<file path="src/include/audio_out_cfg.svh">
// Offsets, reset values, write masks, buffer sizes and counter widths of the audio output block.
// Assumes inclusion by bare name from the package and the core.
`ifndef AUDIO_OUT_CFG_SVH
`define AUDIO_OUT_CFG_SVH
`define AO_OFS_FORMAT    8'h9a
`define AO_OFS_SOURCE    8'h9b
`define AO_OFS_STATUS    8'h9c
`define AO_OFS_SAMPLE    8'h9d
`define AO_OFS_DIVISOR   8'hec
`define AO_RST_FORMAT    8'h08
`define AO_RST_SOURCE    8'hb2
`define AO_RST_STATUS    8'hc0
`define AO_RST_SAMPLE    8'hff
`define AO_RST_DIVISOR   8'h00
`define AO_SRC_WMASK     8'hf7
`define AO_DIV_WMASK     8'h1f
`define AO_BUF_DEPTH     4'h8
`define AO_BUF_HALF      4'h4
`define AO_CNT_W         4
`define AO_PTR_W         3
`endif

</file>
<file path="src/include/audio_out_pkg.sv">
// Types of the audio output control block.
// Assumes audio_out_cfg.svh on the include path.
`include "audio_out_cfg.svh"
package audio_out_pkg;
   typedef struct packed {
      logic [4:0] justify;
      logic       ws_polarity;
      logic       slot_size;
      logic       clk_ratio;
   } format_t;
   typedef struct packed {
      logic       src_cpu;
      logic       dec_fetch_en;
      logic       sample_request_flag_mask;
      logic       underrun_flag_mask;
      logic       resv;
      logic [1:0] repeat_factor;
      logic       if_enable;
   } source_t;
   typedef struct packed {
      logic [7:0] addr;
      logic [7:0] wdata;
      logic       wr;
      logic       rd;
   } sfr_req_t;
   typedef enum logic [1:0] {
      ST_OFF,
      ST_RUN
   } play_t;
   typedef struct packed {
      format_t                 fmt;
      source_t                 src;
      logic [4:0]              div;
      logic [7:0]              sample;
      logic                    sample_request_flag;
      logic                    underrun_flag;
      logic [`AO_CNT_W-1:0]    count;
      logic [`AO_PTR_W-1:0]    rd_ptr;
      logic [`AO_PTR_W-1:0]    wr_ptr;
      logic [2:0]              rep_cnt;
      logic [7:0]              rdata;
      logic [15:0]             skid0;
      logic [15:0]             skid1;
      logic [1:0]              skid_n;
      play_t                   play;
   } state_t;
endpackage : audio_out_pkg

</file>
<file path="src/core/audio_out_ctrl.sv">
// Control, status and voice buffer of the audio serial output.
// Assumes an 8-bit SFR port on clock; serializer downstream takes 16-bit words
// with valid/ready; decoder words arrive on the same clock.
`timescale 1ns/1ns
`default_nettype none
`include "audio_out_cfg.svh"
module audio_out_ctrl (
   input  wire logic                     clock,
   input  wire logic                     rst,
   input  wire audio_out_pkg::sfr_req_t  sfr,
   output logic [7:0]                    sfr_rdata,
   input  wire logic                     irq_global_en,
   output logic                          audio_irq,
   input  wire logic [15:0]              dec_data,
   input  wire logic                     dec_valid,
   output logic                          dec_request,
   output logic [15:0]                   ser_data,
   output logic                          ser_valid,
   input  wire logic                     ser_ready,
   output audio_out_pkg::format_t        ser_format,
   output logic                          if_enabled,
   output logic [4:0]                    clk_divisor
);
   audio_out_pkg::state_t  s_ff;
   audio_out_pkg::state_t  nxt_s;
   logic [7:0]             mem_ff [0:7];
   logic [7:0]             status;
   logic                   wr_sample;
   logic                   pop;
   logic                   skid_ready;
   logic                   cpu_valid;
   logic [15:0]            in_word;
   logic                   in_valid;
   logic [2:0]             rep_max;

   ////////////////////////////////////////////////////////////////////////////
   assign status    = {s_ff.sample_request_flag, s_ff.underrun_flag, (s_ff.count == `AO_BUF_DEPTH), 5'h00};
   assign wr_sample = sfr.wr && (sfr.addr == `AO_OFS_SAMPLE) && (s_ff.count != `AO_BUF_DEPTH);
   assign skid_ready = (s_ff.skid_n != 2'h2);
   assign cpu_valid = s_ff.src.src_cpu && s_ff.src.if_enable && (s_ff.count != 4'h0);
   // Repeat count per sample: 1, 2, 4 or 6 words
   always_comb begin
      case (s_ff.src.repeat_factor)
         2'h0:    rep_max = 3'h0;
         2'h1:    rep_max = 3'h1;
         2'h2:    rep_max = 3'h3;
         default: rep_max = 3'h5;
      endcase
   end
   always_comb begin
      if (s_ff.src.src_cpu) begin
         in_word  = {mem_ff[s_ff.rd_ptr], 8'h00};
         in_valid = cpu_valid;
      end else begin
         in_word  = dec_data;
         in_valid = dec_valid && s_ff.src.if_enable;
      end
   end
   assign pop         = cpu_valid && skid_ready && (s_ff.rep_cnt == rep_max);
   assign dec_request = s_ff.src.dec_fetch_en && !s_ff.src.src_cpu && skid_ready
                        && s_ff.src.if_enable;
   assign audio_irq   = irq_global_en && s_ff.src.src_cpu
                        && ((s_ff.sample_request_flag && !s_ff.src.sample_request_flag_mask)
                        || (s_ff.underrun_flag && !s_ff.src.underrun_flag_mask));

   ////////////////////////////////////////////////////////////////////////////
   always_comb begin
      nxt_s = s_ff;
      if (sfr.wr) begin
         case (sfr.addr)
            `AO_OFS_FORMAT:  nxt_s.fmt = audio_out_pkg::format_t'(sfr.wdata);
            `AO_OFS_SOURCE:  nxt_s.src = audio_out_pkg::source_t'(sfr.wdata & `AO_SRC_WMASK);
            `AO_OFS_SAMPLE:  nxt_s.sample = sfr.wdata;
            `AO_OFS_DIVISOR: nxt_s.div = sfr.wdata[4:0] & 5'(`AO_DIV_WMASK);
            default: ;
         endcase
      end
      if (sfr.rd) begin
         case (sfr.addr)
            `AO_OFS_FORMAT:  nxt_s.rdata = s_ff.fmt;
            `AO_OFS_SOURCE:  nxt_s.rdata = s_ff.src;
            `AO_OFS_STATUS:  nxt_s.rdata = status;
            `AO_OFS_SAMPLE:  nxt_s.rdata = s_ff.sample;
            `AO_OFS_DIVISOR: nxt_s.rdata = {3'h0, s_ff.div};
            default:         nxt_s.rdata = 8'h00;
         endcase
      end
      if (wr_sample) begin
         nxt_s.wr_ptr = s_ff.wr_ptr + 3'h1;
      end
      if (cpu_valid && skid_ready) begin
         nxt_s.rep_cnt = pop ? 3'h0 : s_ff.rep_cnt + 3'h1;
      end
      if (pop) begin
         nxt_s.rd_ptr = s_ff.rd_ptr + 3'h1;
      end
      nxt_s.count = s_ff.count + {3'h0, wr_sample} - {3'h0, pop};
      // A write beside a pop keeps the count, so no set event can meet it
      if (wr_sample) begin
         nxt_s.sample_request_flag = 1'b0;
         nxt_s.underrun_flag = 1'b0;
      end
      if (pop && s_ff.count == `AO_BUF_HALF && !wr_sample) begin
         nxt_s.sample_request_flag = 1'b1;
      end
      if (pop && s_ff.count == 4'h1 && !wr_sample) begin
         nxt_s.underrun_flag = 1'b1;
      end
      // Two-entry skid buffer ahead of the serializer
      case (s_ff.skid_n)
         2'h0: begin
            if (in_valid) begin
               nxt_s.skid0  = in_word;
               nxt_s.skid_n = 2'h1;
            end
         end
         2'h1: begin
            if (ser_ready && in_valid) begin
               nxt_s.skid0 = in_word;
            end else if (ser_ready) begin
               nxt_s.skid_n = 2'h0;
            end else if (in_valid) begin
               nxt_s.skid1  = in_word;
               nxt_s.skid_n = 2'h2;
            end
         end
         default: begin
            if (ser_ready) begin
               nxt_s.skid0  = s_ff.skid1;
               nxt_s.skid_n = 2'h1;
            end
         end
      endcase
      case (s_ff.play)
         audio_out_pkg::ST_OFF: begin
            if (s_ff.src.if_enable) begin
               nxt_s.play = audio_out_pkg::ST_RUN;
            end
         end
         default: begin
            if (!s_ff.src.if_enable) begin
               nxt_s.play   = audio_out_pkg::ST_OFF;
               nxt_s.skid_n = 2'h0;
            end
         end
      endcase
   end

   always_ff @(posedge clock or posedge rst) begin
      if (rst) begin
         s_ff         <= '0;
         s_ff.fmt     <= audio_out_pkg::format_t'(`AO_RST_FORMAT);
         s_ff.src     <= audio_out_pkg::source_t'(`AO_RST_SOURCE);
         s_ff.sample  <= `AO_RST_SAMPLE;
         s_ff.div     <= 5'(`AO_RST_DIVISOR);
         s_ff.sample_request_flag    <= 1'b1;
         s_ff.underrun_flag    <= 1'b1;
         s_ff.play    <= audio_out_pkg::ST_OFF;
      end else begin
         s_ff <= nxt_s;
      end
   end

   // Sample storage, written by index
   always_ff @(posedge clock) begin
      if (wr_sample) begin
         mem_ff[s_ff.wr_ptr] <= sfr.wdata;
      end
   end

   ////////////////////////////////////////////////////////////////////////////
   assign sfr_rdata   = s_ff.rdata;
   assign ser_data    = s_ff.skid0;
   assign ser_valid   = (s_ff.skid_n != 2'h0);
   assign ser_format  = s_ff.fmt;
   assign if_enabled  = (s_ff.play == audio_out_pkg::ST_RUN);
   assign clk_divisor = s_ff.div;

   ////////////////////////////////////////////////////////////////////////////
   a_sample_request_flag_sets: assert property (@(posedge clock) disable iff (rst)
      (pop && s_ff.count == 4'h4 && !wr_sample) |=> s_ff.sample_request_flag)
      else $error("sample request flag not set at four to three");
   a_underrun_flag_sets: assert property (@(posedge clock) disable iff (rst)
      (pop && s_ff.count == 4'h1 && !wr_sample) |=> (s_ff.underrun_flag && s_ff.count == 4'h0))
      else $error("underrun flag not set on empty");
   a_write_clears: assert property (@(posedge clock) disable iff (rst)
      wr_sample |=> (!s_ff.sample_request_flag && !s_ff.underrun_flag))
      else $error("sample write did not clear flags");
   a_busy_full: assert property (@(posedge clock) disable iff (rst)
      (wr_sample && !pop && s_ff.count == 4'h7) |=> status[5])
      else $error("busy flag not set when buffer filled");
   a_irq_masked: assert property (@(posedge clock) disable iff (rst)
      (s_ff.src.sample_request_flag_mask && s_ff.src.underrun_flag_mask) |-> !audio_irq)
      else $error("interrupt raised while both sources masked");
   a_irq_global: assert property (@(posedge clock) disable iff (rst)
      !irq_global_en |-> !audio_irq)
      else $error("interrupt raised without global enable");
   a_underrun_flag_irq: assert property (@(posedge clock) disable iff (rst)
      (irq_global_en && s_ff.src.src_cpu && s_ff.underrun_flag && !s_ff.src.underrun_flag_mask) |-> audio_irq)
      else $error("unmasked underrun gave no interrupt");
   a_resv_zero: assert property (@(posedge clock) disable iff (rst)
      (sfr.rd && sfr.addr == 8'h9b) |=> !sfr_rdata[3])
      else $error("reserved source bit read as one");
   a_status_ro: assert property (@(posedge clock) disable iff (rst)
      (sfr.wr && sfr.addr == 8'h9c && !pop) |=> $stable(s_ff.sample_request_flag))
      else $error("status write changed a flag");
   a_dec_stop: assert property (@(posedge clock) disable iff (rst)
      !s_ff.src.dec_fetch_en |-> !dec_request)
      else $error("decoder request while fetch disabled");
   a_req_enable: assert property (@(posedge clock) disable iff (rst)
      !s_ff.src.if_enable |-> !dec_request)
      else $error("decoder request while interface disabled");
   a_dec_cpu: assert property (@(posedge clock) disable iff (rst)
      s_ff.src.src_cpu |-> !dec_request)
      else $error("decoder request while CPU source selected");
   a_ena_off: assert property (@(posedge clock) disable iff (rst)
      !s_ff.src.if_enable |=> !if_enabled)
      else $error("interface still running after disable");
   a_ena_on: assert property (@(posedge clock) disable iff (rst)
      s_ff.src.if_enable |=> if_enabled)
      else $error("interface not running after enable");
   a_ser_hold: assert property (@(posedge clock) disable iff (rst)
      (ser_valid && !ser_ready && s_ff.src.if_enable) |=> (ser_valid && $stable(ser_data)))
      else $error("serializer word dropped or changed while stalled");

   // Flags, interrupt, fill level and pointers
   a_busy_clears: assert property (@(posedge clock) disable iff (rst)
      (status[5] && pop) |=> !status[5])
      else $error("busy flag kept after buffer left full");
   a_full_refuse: assert property (@(posedge clock) disable iff (rst)
      (sfr.wr && sfr.addr == 8'h9d && status[5] && !pop) |=> status[5])
      else $error("write into full buffer changed fill level");
   a_count_bound: assert property (@(posedge clock) disable iff (rst)
      s_ff.count <= 4'h8)
      else $error("fill level beyond buffer depth");
   a_push_count: assert property (@(posedge clock) disable iff (rst)
      (wr_sample && !pop) |=> s_ff.count == $past(s_ff.count) + 4'h1)
      else $error("sample write did not raise fill level");
   a_ptr_push: assert property (@(posedge clock) disable iff (rst)
      wr_sample |=> s_ff.wr_ptr == $past(s_ff.wr_ptr) + 3'h1)
      else $error("write pointer did not advance");
   a_ptr_pop: assert property (@(posedge clock) disable iff (rst)
      pop |=> s_ff.rd_ptr == $past(s_ff.rd_ptr) + 3'h1)
      else $error("read pointer did not advance");
   a_sample_request_flag_sticky: assert property (@(posedge clock) disable iff (rst)
      (s_ff.sample_request_flag && !wr_sample) |=> s_ff.sample_request_flag)
      else $error("sample request flag cleared without a write");
   a_underrun_flag_sticky: assert property (@(posedge clock) disable iff (rst)
      (s_ff.underrun_flag && !wr_sample) |=> s_ff.underrun_flag)
      else $error("underrun flag cleared without a write");
   a_irq_sample_request_flag: assert property (@(posedge clock) disable iff (rst)
      (irq_global_en && s_ff.src.src_cpu && s_ff.sample_request_flag && !s_ff.src.sample_request_flag_mask) |-> audio_irq)
      else $error("unmasked sample request gave no interrupt");
   a_irq_source: assert property (@(posedge clock) disable iff (rst)
      !s_ff.src.src_cpu |-> !audio_irq)
      else $error("interrupt raised in decoder mode");
   a_irq_flagless: assert property (@(posedge clock) disable iff (rst)
      (!s_ff.sample_request_flag && !s_ff.underrun_flag) |-> !audio_irq)
      else $error("interrupt raised with no flag set");

   // Register writes and read padding
   a_sample_write: assert property (@(posedge clock) disable iff (rst)
      (sfr.wr && sfr.addr == 8'h9d) |=> s_ff.sample == $past(sfr.wdata))
      else $error("sample register did not take written byte");
   a_status_pad: assert property (@(posedge clock) disable iff (rst)
      (sfr.rd && sfr.addr == 8'h9c) |=> sfr_rdata[4:0] == 5'h00)
      else $error("reserved status bits read as one");
   a_div_pad: assert property (@(posedge clock) disable iff (rst)
      (sfr.rd && sfr.addr == 8'hec) |=> sfr_rdata[7:5] == 3'h0)
      else $error("reserved divisor bits read as one");
   a_div_write: assert property (@(posedge clock) disable iff (rst)
      (sfr.wr && sfr.addr == 8'hec) |=> clk_divisor == $past(sfr.wdata[4:0]))
      else $error("divisor write not on the port");
   a_fmt_write: assert property (@(posedge clock) disable iff (rst)
      (sfr.wr && sfr.addr == 8'h9a) |=> ser_format == audio_out_pkg::format_t'($past(sfr.wdata)))
      else $error("format write not on the port");
   a_src_write: assert property (@(posedge clock) disable iff (rst)
      (sfr.wr && sfr.addr == 8'h9b)
      |=> s_ff.src == audio_out_pkg::source_t'($past(sfr.wdata) & 8'hf7))
      else $error("source write not taken at its edge");
endmodule : audio_out_ctrl
`default_nettype wire

</file>
<file path="config.mk">
export PLATFORM = sky130hd
export DESIGN_NAME = audio_out_ctrl
export DESIGN_NICKNAME = d
export VERILOG_FILES = /design/src/include/audio_out_pkg.sv /design/src/core/audio_out_ctrl.sv
export VERILOG_INCLUDE_DIRS = /design/src /design/src/include
export SDC_FILE = /design/constraint.sdc
export NUM_CORES = 1
export LEC_CHECK = 0
export ABC_AREA = 1
export BUFFER_PORTS_ARGS = -buffer_cell sky130_fd_sc_hd__buf_4
export CAP_MARGIN = 25
export CORE_ASPECT_RATIO = 0.6
export CORE_MARGIN = 2
export CORE_UTILIZATION = 55
export DETAILED_ROUTE_END_ITERATION = 8
export PLACE_DENSITY = 0.78
export SLEW_MARGIN = 20
export SYNTH_ARGS = -nofsm -noshare
export SYNTH_HDL_FRONTEND = slang
export SYNTH_SLANG_ARGS = --single-unit
</file>
<file path="constraint.sdc">
create_clock -name clock -period 5.9 [get_ports clock]
set_input_delay 0.59 -clock clock [delete_from_list [all_inputs] [get_ports clock]]
set_output_delay 0.59 -clock clock [all_outputs]
set_load 0.03 [all_outputs]
</file>
; Word-level counts from Yosys, hierarchy flattened
; Memory sizes are Yosys's and may differ from the RTL's.
; Cells that the tools add are included.
[word_totals]
register_bits = 87
output_inout_bits = 41
wordCells = 117
ram_bits = 64
inputBits = 39
memories = 1
[classes]
reduce_logical = 39
n_addsub = 5
mux = 27
n_bitwise = 2
n_eq_ne = 20
[memory_table]
columns = name, depth, word_bits, read_ports, rd_ports_with_merged_regs, write_ports, line_no
row1 = mem_ff, 8, 8, 1, 0, 1, audio_out_ctrl.sv:26  ; logic [7:0] mem_ff [0:7];
[op_table]
columns = cell, n
row1 = $mux W18, 4
row2 = $mux W16, 4
row3 = $eq A8 B8 Y1 const B, 5
row4 = $pmux W8 S5, 1
row5 = $pmux W16 S2, 1
row6 = $logic_and A1 B1 Y1, 19
row7 = $mux W2, 8
row8 = $reduce_and A2 Y1, 5
row9 = $add A3 B1 Y3 const B, 3
row10 = $pmux W3 S3, 1
row11 = $ne A2 B2 Y1 const B, 4
row12 = $ne A4 B4 Y1 const B, 2
row13 = $eq A2 B1 Y1 const B, 3
row14 = $logic_not A2 Y1, 3
row15 = $reduce_bool A2 Y1, 3
row16 = $mux W1, 5
row17 = $add A4 B1 Y4, 1
row18 = $eq A4 B1 Y1 const B, 1
row19 = $eq A4 B3 Y1 const B, 1
row20 = $eq A4 B4 Y1 const B, 1
row21 = $logic_not A1 Y1, 4
row22 = $mux W4, 1
row23 = $pmux W2 S2, 1
row24 = $reduce_and A4 Y1, 1
row25 = other kinds (10), 11

; Logic depth before layout (Yosys ltp)
; Gate-level depths: netlist of run 1.
[logic_depth]
ltp_word = 12
depth_mapped = 13
mapped_depth_nobuf = 13

; Least setup slack after synthesis of run 1
; OpenSTA, ideal clock, no wires.
[synth_path]
path_type = register -> register
startpoint = register s_ff[55] (netlist name)
endpoint = register s_ff[55] (netlist name)
setup_ns = 0.123
slack_ns = 3.560
period_less_slack_ns = 2.340
n_path_buf = 0
arrival_ns = 2.218
path_stages_with_launch = 14
cell_sequence = dfrtp_1 inv_1 ha_1 nand2_1 nand3_1 nor2_1 inv_1 nor2_4 ha_1 inv_1 ha_1 inv_1 fa_1 xnor2_1
[synth_rtl]
columns = item, line_no
row1 = "start, declared", audio_out_ctrl.sv:24  ; audio_out_pkg::state_t s_ff;
row2 = "start signal, assigned", audio_out_ctrl.sv:160  ; s_ff <= nxt_s;

==> flow_summary.ini, run 1 <==
[final_layout]
final_area_um2 = 8247
fin_nets = 889
final_common_cell = nand2_1
final_layout_size_suffix_gt1_share_pct = 17.84
layout_common_cells = nand2_1 (268), nand3_1 (93), inv_1 (92), buf_4 (82), dfrtp_1 (71)
syn_to_final_growth_pct = 14.15
fin_util_pct = 64.16
diodes = 0

[place]
dpl_cell_area_um2 = 7652
pre_cts_slack_ns = 3.102
port_buffers = 79
place.gp.congestion = 0.8392
hpwl_mm = 11.39

[setup_path]
rrSetupSlack_ns = 3.06
critPathMaxFanout = 27
crit_type = register to register
crit_path_end_kind = register
cp.arrival_ns = 3.16
regToRegStartpoint = s_ff[3]
r2r_cells = 11
r2r_end = s_ff[54]
startpoint_type = register
cp_data_required_time_ns = 6.22

[floorplan]
dieArea_um2 = 14100
num_rows = 32
die_h_um = 92.78
coreArea_um2 = 12850
start_util_pct = 56.21
die_w_um = 152.0
pin_count = 80

[route]
wl_mm = 16.53
drc = 0
drt_iter0_drc = 464
dr.pass1.iters = 5
vias_per_cell = 5.389
ant_nets = 0
avgRoutedWirePerCell_um = 16.17
num_vias = 5508

[synth]
synth_top_flop_cell = dfrtp_1
syn-cell-area_um2 = 7224
synth.avg_cell_area_um2 = 8.997
syn-instance-count = 803
yosysWarningCount = 0
yosys_register_bits = 150
seq_area_frac_synth_pct = 56.65
synth_fp_nets = 853
synth.distinct_cells = 39
synth_edf_count = 64
synth-async-reset-ratio_pct = 57.33

[sta]
fin_setup_tns_ns = 0
tightest_slew_ns = 0.9830
period_needed_ns = 2.844
hold_viol = 0
fmax_ghz = 0.3516
rsz0062_at_grt = false
timing.final.ws_setup_ns = 3.056
hold_ws_ns = 0.1668
fin_crit_sh_pct = 48.21
clock_skew_ns = 0.006428
finalSetupViolCount = 0
drv_slew = 0
relSlewSlack_pct = 34.39

[outcome]
status = completed

[grt]
grt_antenna_before_repair = 0
grt_pass1_wl_mm = 27.13
grt.total_usage_pct = 24.87
first_global_vias = 5164
grt_overflow = 0
grt_max_degree = 61

[cts]
clockBufferDepth = 2
cts_setup_buffers = 0
htree_levels = 4
cts_tree = done
cts.clk_slew.worst_paths_ns = 0.06
numCtsBuffers = 17
cts_num_sinks = 150
cts_resized = 0
insertion_delay_ns = 0.42
root_buffer = clkbuf_16
holdBufCountCts = 0

[power_and_ir_drop]
p_leak_nw = 3.951
powerDensity_nw_per_um2 = 437.4
peakVddDrop_mv = 0.2607

[job]
max-cap-violations = 0

[min_path]
hp-class = primary input to asynchronous set/reset pin
==> sequential cells by signal (all words and copies together), names as in the netlist <==
register     flops
clk_divisor      5
mem_ff          64
s_ff            49
ser_data        16
ser_format       8
sfr_rdata        8
==> report_power, final <==
part / switching (W) / leakage, nW / total, W / internal [W]
sequential: 0.000127 / 1.64 / 0.00137 / 0.00124
clock: 0.000439 / 0.289 / 0.00107 / 0.000633
combinational: 0.000776 / 2.02 / 0.00116 / 0.000388
total: 0.00134 / 3.95 / 0.00361 / 0.00227
==> critical path: stages (launching register included) <==
cell and delay [ns]:
dfrtp_1 0.50, inv_2 0.38, nor2_1 0.11, nor2_1 0.27, inv_1 0.14, nor2_4 0.26, ha_1 0.28, inv_1 0.06
ha_1 0.15, inv_1 0.06, fa_1 0.48, inv_1 0.04
==> cells in the mapped netlist, types with 3 or more instances <==
master | n | area (µm²)
nand2_1 | 268 | 1006
inv_1 | 93 | 349.1
nand3_1 | 93 | 465.5
dfrtp_1 | 71 | 1777
edfxtp_1 | 64 | 1922
buf_4 | 37 | 277.8
o21ai_0 | 33 | 165.2
buf_2 | 15 | 75.07
dfstp_2 | 15 | 394.1
a21oi_1 | 12 | 60.06
clkbuf_1 | 12 | 45.04
nor2_1 | 11 | 41.29
ha_1 | 10 | 125.1
o211ai_1 | 8 | 60.06
o21a_1 | 8 | 60.06
o21ai_1 | 8 | 40.04
nand4_1 | 7 | 43.79
nor2_2 | 5 | 31.28
nor2_4 | 4 | 45.04
inv_2 | 3 | 11.26
==> logic make-up (layout without fill, tap and decap cells) <==
family	after synthesis	count (layout)	synth area share, %
AOI/OAI and AO/OA	72	72	5.629
and+or+nand+nor	403	403	24.58
DFF	150	150	56.65
buffers and inverters	163	212	10.65
xor gates and xnor gates	4	4	0.4850
adders and majority gates	11	11	2.009
==> per-layer routing <==
layer | wire length (µm) | part of all wire, % | up-vias | GRT usage, %
met5 | 0 | 0 | - | 0
met4 | 162 | 0.98 | 0 | 7.399
met3 | 1690 | 10 | 14 | 6.832
met2 | 6782 | 41 | 238 | 34.16
met1 | 7894 | 48 | 2621 | 38.29
li1 | - | - | 2635 | -
==> stage by stage <==
step           std cells  total power, W
2_1_floorplan        803        0.002258
3_3_place_gp         990        0.002490
3_5_place_dp         990        0.002530
4_1_cts             1022        0.003599
5_1_grt             1022        0.003832
6_report            1022        0.003607
==> worst max path at each step <==
stage	start	to	slack, ns
2_1_floorplan	rst	clk_divisor[0]	3.11
3_3_place_gp	s_ff[3]	s_ff[54]	3.21
3_5_place_dp	s_ff[3]	s_ff[55]	3.10
4_1_cts	s_ff[3]	s_ff[55]	3.07
5_1_grt	s_ff[3]	s_ff[54]	2.84
6_report	s_ff[3]	s_ff[54]	3.06
==> cell type report <==
| cell class | count | area, µm² |
|---|---|---|
| repair buffers | 82 | 615.6 |
| flip-flops and latches | 150 | 4093 |
| well taps | 170 | 212.7 |
| inverters | 98 | 369.1 |
| multi-input cells | 490 | 2362 |
| clock buffers | 20 | 478.0 |
| fillers | 1044 | 4606 |
| clock inverters | 12 | 116.4 |
Power figures use the tool's default switching activity.
==> run 2: changes to the inputs <==
--- a/config.mk
+++ b/config.mk
@@ -11,7 +11,7 @@
 export CAP_MARGIN = 25
 export CORE_ASPECT_RATIO = 0.6
 export CORE_MARGIN = 2
-export CORE_UTILIZATION = 55
+export CORE_UTILIZATION = 53
 export DETAILED_ROUTE_END_ITERATION = 8
 export PLACE_DENSITY = 0.78
 export SLEW_MARGIN = 20
==> constraint.sdc (replaced) <==
create_clock -name clock -period 2.51 [get_ports clock]
set_input_delay 0.251 -clock clock [delete_from_list [all_inputs] [get_ports clock]]
set_output_delay 0.251 -clock clock [all_outputs]
set_load 0.03 [all_outputs]
==> run 2 against run 1 <==
Combinational power grew to 2.5 times the previous value; setup slack worse by 2.9 ns; critical path depth is 2 higher; global-route usage fell by 0.87 points; cell count is 2.0% higher; final area rose by 2.0%; highest routed layer unchanged; fmax is 22% higher; largest cell class unchanged.
==> flow_summary.ini, run 2 (same netlist as run 1, synthesis figures left out) <==
[final_layout]
largest_register_ffs = 64
seqCellArea_um2 = 4093
multi_input_area_um2 = 2370
diodes = 0
regMostFlops = mem_ff
final_common_cell = nand2_1
fin_nets = 909
layout_common_cells = nand2_1 (268), buf_4 (100), nand3_1 (92), inv_1 (91), dfrtp_1 (71)
fillCellCount = 1022
syn_to_final_growth_pct = 16.45
final_layout_size_suffix_gt1_share_pct = 19.95

[route]
dr.pass1.iters = 6
wl_met1_mm = 8.016
wl_mm = 16.79
wl_met2_mm = 6.935
avgRoutedWirePerCell_um = 16.11
top_layer = met4
vias_per_cell = 5.354
met3WireLength_mm = 1.780
ant_nets = 0
drc = 0
drt_iter0_drc = 524
num_vias = 5579

[job]
max-cap-violations = 0

[grt]
grt.total_usage_pct = 24.01
grt_pass1_wl_mm = 26.99
grt_antenna_before_repair = 0
grt_overflow = 0
first_global_vias = 5035
grt_max_degree = 55

[cts]
htree_levels = 4
root_buffer = clkbuf_16
cts_num_sinks = 150
insertion_delay_ns = 0.41
clockBufferDepth = 2
cts_setup_buffers = 0
cts.clk_slew.worst_paths_ns = 0.06
cts_tree = done
numCtsBuffers = 17

[power_and_ir_drop]
clkPwrFrac_pct = 29.1
powerDensity_nw_per_um2 = 1022
power.internal_w = 0.005391
power_switching_w = 0.003211
combPwrFrac_pct = 34.0
seq_power_share_pct = 36.9
p_leak_nw = 4.063
peakVddDrop_mv = 0.4994
swShare_pct = 37.32
p_total_w = 0.008602

[setup_path]
startpoint_type = register
cpPeakStageDelay_ns = 0.38
cp.arrival_ns = 2.64
path_cells = inv_2, ha_1, nand2_1, nand3_2, nor2_2, inv_1, nor2_4, ha_1, inv_1, ha_1, inv_1, fa_1, xnor2_1
crit_path_end_kind = register
cp_data_required_time_ns = 2.81
crit_slowest_cell = dfrtp_1
critPathMaxFanout = 3
crit_type = register to register

[sta]
fin_crit_sh_pct = 93.11
finalSetupViolCount = 0
fin_setup_tns_ns = 0
rsz0062_at_grt = false
tightest_slew_ns = 0.6030
relSlewSlack_pct = 59.76
hold_viol = 0
drv_slew = 0
clock_skew_ns = 0.008273
period_needed_ns = 2.337
fmax_ghz = 0.4279

[place]
place.gp.congestion = 0.8284
hpwl_mm = 11.27
port_buffers = 79

[floorplan]
start_util_pct = 55.18
coreArea_um2 = 13090
dieArea_um2 = 14610
die_w_um = 154.7
die_h_um = 94.44
num_rows = 32
pin_count = 80

[outcome]
status = completed

[min_path]
hp-class = primary input to register
[run 2: timing repair]
item                                    in CTS  in global routing
hold buffers                                 1                  0
resized for setup                            0                  3
endpoints found under the hold margin       32                  0
endpoints found under the setup margin       0                  2
[run 2: final timing paths]
kind	from	endpoint	slack, ns	depth (start not counted)
setup / recovery	s_ff[55]	s_ff[55]	0.17	13
hold / removal	sfr[7]	mem_ff[4][5]	0.08	1
setup reg to reg	s_ff[55]	s_ff[55]	0.17	13
hold reg to reg	ser_data[3]	ser_data[3]	0.48	2
max in group asynchronous	rst	ser_format[3]	1.35	4
min in group asynchronous	rst	s_ff[8]	0.43	3
[run 2: layout make-up]
class | count | area share [%]
flip-flops and latches | 150 | 48.65
multi-input cells | 490 | 28.17
clock buffers | 21 | 5.979
inverters | 98 | 4.387
clock inverters | 11 | 1.011
well taps | 170 | 2.528
repair buffers | 102 | 9.280
[run 2: layer usage]
| metal | GRT usage [%] | up-vias |
|---|---|---|
| met5 | 0 | - |
| met4 | 5.015 | 0 |
| met3 | 6.287 | 8 |
| met2 | 34.45 | 269 |
| met1 | 36.78 | 2631 |
| li1 | - | 2671 |
[run 2: per-stage QoR]
step                      setup WS [ns]  std cells  cell area (µm²)  utilization (%)  hold WS (ns)
final                            0.1731       1042             8413            64.26       0.08063
after global routing            0.01019       1042             8413            64.26       0.07196
after CTS                        0.1411       1042             8406            64.20       0.06737
after detailed placement         0.1732       1009             7807            59.63        0.3435
after global placement           0.2455       1009             7807            59.63        0.3404
after floorplan                 0.06198        803             7224                -        0.3499
[run 2: power groups by stage]
stage | registers (W) | logic (W) | clock network (W)
3_3_place_gp | 0.00319 | 0.00278 | 0
2_1_floorplan | 0.00311 | 0.00219 | 0
6_report | 0.00317 | 0.00292 | 0.00250
3_5_place_dp | 0.00320 | 0.00285 | 0
4_1_cts | 0.00317 | 0.00290 | 0.00252
5_1_grt | 0.00321 | 0.00328 | 0.00263
[run 2: worst max-delay path, delay by kind of cell, from the launching register on]
family                     cells  cell delay, ns
adders and majority gates      4            0.97
and+or+nand+nor                4            0.47
DFF                            1            0.38
buffers and inverters          4            0.27
xor gates and xnor gates       1            0.14
==> run 3: changes to the inputs <==
--- a/config.mk
+++ b/config.mk
@@ -6,11 +6,9 @@
 export SDC_FILE = /design/constraint.sdc
 export NUM_CORES = 1
 export LEC_CHECK = 0
-export ABC_AREA = 1
 export BUFFER_PORTS_ARGS = -buffer_cell sky130_fd_sc_hd__buf_4
 export CAP_MARGIN = 25
 export CORE_ASPECT_RATIO = 0.6
-export CORE_MARGIN = 2
 export CORE_UTILIZATION = 53
 export DETAILED_ROUTE_END_ITERATION = 8
 export PLACE_DENSITY = 0.78
==> run 3 against run 2 <==
Combinational power down 64%; non-clock buffer count up 8; highest routed layer unchanged; count of clock-buffer cells in the layout shrank 2; largest power group unchanged; clock skew fell by 0.0015 ns; first-iteration DRC count fell by 36%; critical endpoint is now s_ff[56].
==> flow_summary.ini, run 3 <==
[power_and_ir_drop]
swShare_pct = 26.46
peakVddDrop_mv = 0.4885
combPwrFrac_pct = 16.6
clkPwrFrac_pct = 38.1
power.internal_w = 0.004600
seq_power_share_pct = 45.3
power_switching_w = 0.001655
p_leak_nw = 3.510
powerDensity_nw_per_um2 = 756.4

[route]
drc = 0
vias_per_cell = 5.902
ant_nets = 0
drt_iter0_drc = 334
num_vias = 4680
dr.pass1.iters = 6
wl_mm = 15.82
avgRoutedWirePerCell_um = 19.95

[floorplan]
dieArea_um2 = 13700
die_w_um = 150.4
die_h_um = 91.06
start_util_pct = 54.51
num_rows = 32
pin_count = 80
coreArea_um2 = 12850

[outcome]
status = completed

[place]
place.gp.congestion = 0.8382
hpwl_mm = 10.69
pre_cts_slack_ns = -0.08644
port_buffers = 79

[cts]
cts_tree = done
root_buffer = clkbuf_16
clockBufferDepth = 2
insertion_delay_ns = 0.42
cts.clk_slew.worst_paths_ns = 0.06
htree_levels = 4
cts_num_sinks = 150
numCtsBuffers = 17

[sta]
period_needed_ns = 2.481
fmax_ghz = 0.4030
fin_setup_tns_ns = 0
drv_slew = 0
finalSetupViolCount = 0
tightest_slew_ns = 0.8071
relSlewSlack_pct = 46.20
fin_crit_sh_pct = 98.86
hold_viol = 0
clock_skew_ns = 0.006790
timing.final.ws_setup_ns = 0.02859

[setup_path]
cpPeakStageDelay_ns = 0.44
cp.arrival_ns = 2.82
crit_type = register to register
cp_data_required_time_ns = 2.85
timing.critical_path.mode_cell = a21o_1
path_cells = nor2_2, nor4b_4, a21o_1, and2_4, ha_4, inv_1, ha_1, a21o_1, a21oi_2, xor2_1
startpoint_type = register
crit_path_end_kind = register
r2r_cells = 10
crit_slowest_cell = dfrtp_1
critPathMaxFanout = 4

[grt]
grt_use_met2_pct = 37.83
use_met3_pct = 6.080
grt_busiest_layer = met2
grt.total_usage_pct = 24.62
met1_usage_pct = 34.17
grt_pass1_wl_mm = 24.94
grt_antenna_before_repair = 0
grt_max_degree = 56
grt_overflow = 0
first_global_vias = 4731

[synth]
synthTopCellsByArea = edfxtp_1 (27%), dfrtp_1 (25%), mux2_2 (6.1%), dfstp_2 (5.6%), mux4_1 (4.5%)
synth.avg_cell_area_um2 = 12.83
yosysWarningCount = 0
synthTopCellsByCount = dfrtp_1 (71), edfxtp_1 (64), nand2_1 (44)
syn-instance-count = 546
synth_top_flop_cell = dfrtp_1
yosysMostFrequentCell = dfrtp_1
synth_fp_nets = 596
synth-async-reset-ratio_pct = 57.33
synth_top_area_share_pct = 27.43
syn-cell-area_um2 = 7005
synth_top_area_cell = edfxtp_1
seq_area_frac_synth_pct = 58.42
yosys_register_bits = 150
synth.distinct_cells = 56
synth_edf_count = 64

[final_layout]
fin_nets = 661
final_common_cell = buf_4
layout_common_cells = buf_4 (107), dfrtp_1 (71), edfxtp_1 (64), nand2_1 (44), mux2_2 (38)
fillCellCount = 937
regMostFlops = mem_ff
largest_register_ffs = 64
final_layout_size_suffix_gt1_share_pct = 34.03
syn_to_final_growth_pct = 18.06
diodes = 0

[min_path]
hp-class = primary input to register
holdPathStages = 2

[job]
max-cap-violations = 0
==> run 3: through the flow <==
| stage | utilization [%] | hold slack (ns) | area, µm² | power, W | std cells |
|---|---|---|---|---|---|
| after floorplan | - | 0.3245 | 7023 | 0.003583 | 546 |
| after global placement | 59.57 | 0.3277 | 7656 | 0.003811 | 760 |
| after detailed placement | 59.57 | 0.3286 | 7656 | 0.003856 | 760 |
| after CTS | 64.04 | 0.02385 | 8230 | 0.006254 | 793 |
| after global routing | 64.35 | 0.03466 | 8270 | 0.006477 | 793 |
| final | 64.35 | 0.03530 | 8270 | 0.006256 | 793 |
==> run 3: area by class of cell <==
cell class,instances,area (µm²),share of cell area [%]
clock buffers,19,432.9,5.234
clock inverters,12,112.6,1.362
inverters,24,91.34,1.104
multi-input cells,308,2475,29.92
flip-flops and latches,150,4093,49.49
well taps,170,212.7,2.572
repair buffers,110,853.3,10.32
==> run 3: critical path, delay by kind of cell (launching register included) <==
kind / cells / cell delay, ns
flip-flops: 1 / 0.44
adder cells (fa/ha/maj): 2 / 0.41
buffers and inverters: 1 / 0.04
AND/OR/NAND/NOR: 3 / 0.74
AO/OA/AOI/OAI: 3 / 0.58
XOR/XNOR: 1 / 0.19
==> run 3: power groups by stage <==
stage	Clock [W]	Sequential (W)	Combinational, W
2_1_floorplan	0	0.00284	0.000745
3_5_place_dp	0	0.00287	0.000982
6_report	0.00239	0.00283	0.00104
3_3_place_gp	0	0.00286	0.000948
5_1_grt	0.00251	0.00285	0.00111
4_1_cts	0.00241	0.00283	0.00101
==> run 3: cells by family after synthesis <==
family | share of synthesized area (%)
compound gates | 8.751
xor+xnor | 0.8752
fa+ha+maj | 2.072
buf+inv | 7.233
flops | 58.42
mux | 12.04
simple gates | 10.61
==> run 3: final timing paths <==
| path | from | to | slack [ns] |
|---|---|---|---|
| max | s_ff[46] | s_ff[56] | 0.03 |
| min | ser_ready | s_ff[3] | 0.04 |
| max reg2reg | s_ff[46] | s_ff[56] | 0.03 |
| min reg2reg | s_ff[11] | s_ff[11] | 0.47 |
| max in group asynchronous | rst | ser_format[3] | 1.35 |
| min in group asynchronous | rst | ser_data[6] | 0.43 |
==> run 3: per-layer routing <==
metal  part of all wire [%]  vias up
li1                       -     2095
met1                     43     2338
met2                     46      216
met3                    8.5       31
met4                    2.1        0
met5                      0        -
==> run 3: what timing repair did <==
action / 4_1_cts / 5_1_grt
hold endpoints to repair: 31 / 0
pin swaps: 1 / 0
buffers inserted: 1 / 0
setup endpoints to repair: 3 / 3
hold buffers: 1 / 0
gates resized for setup: 4 / 7
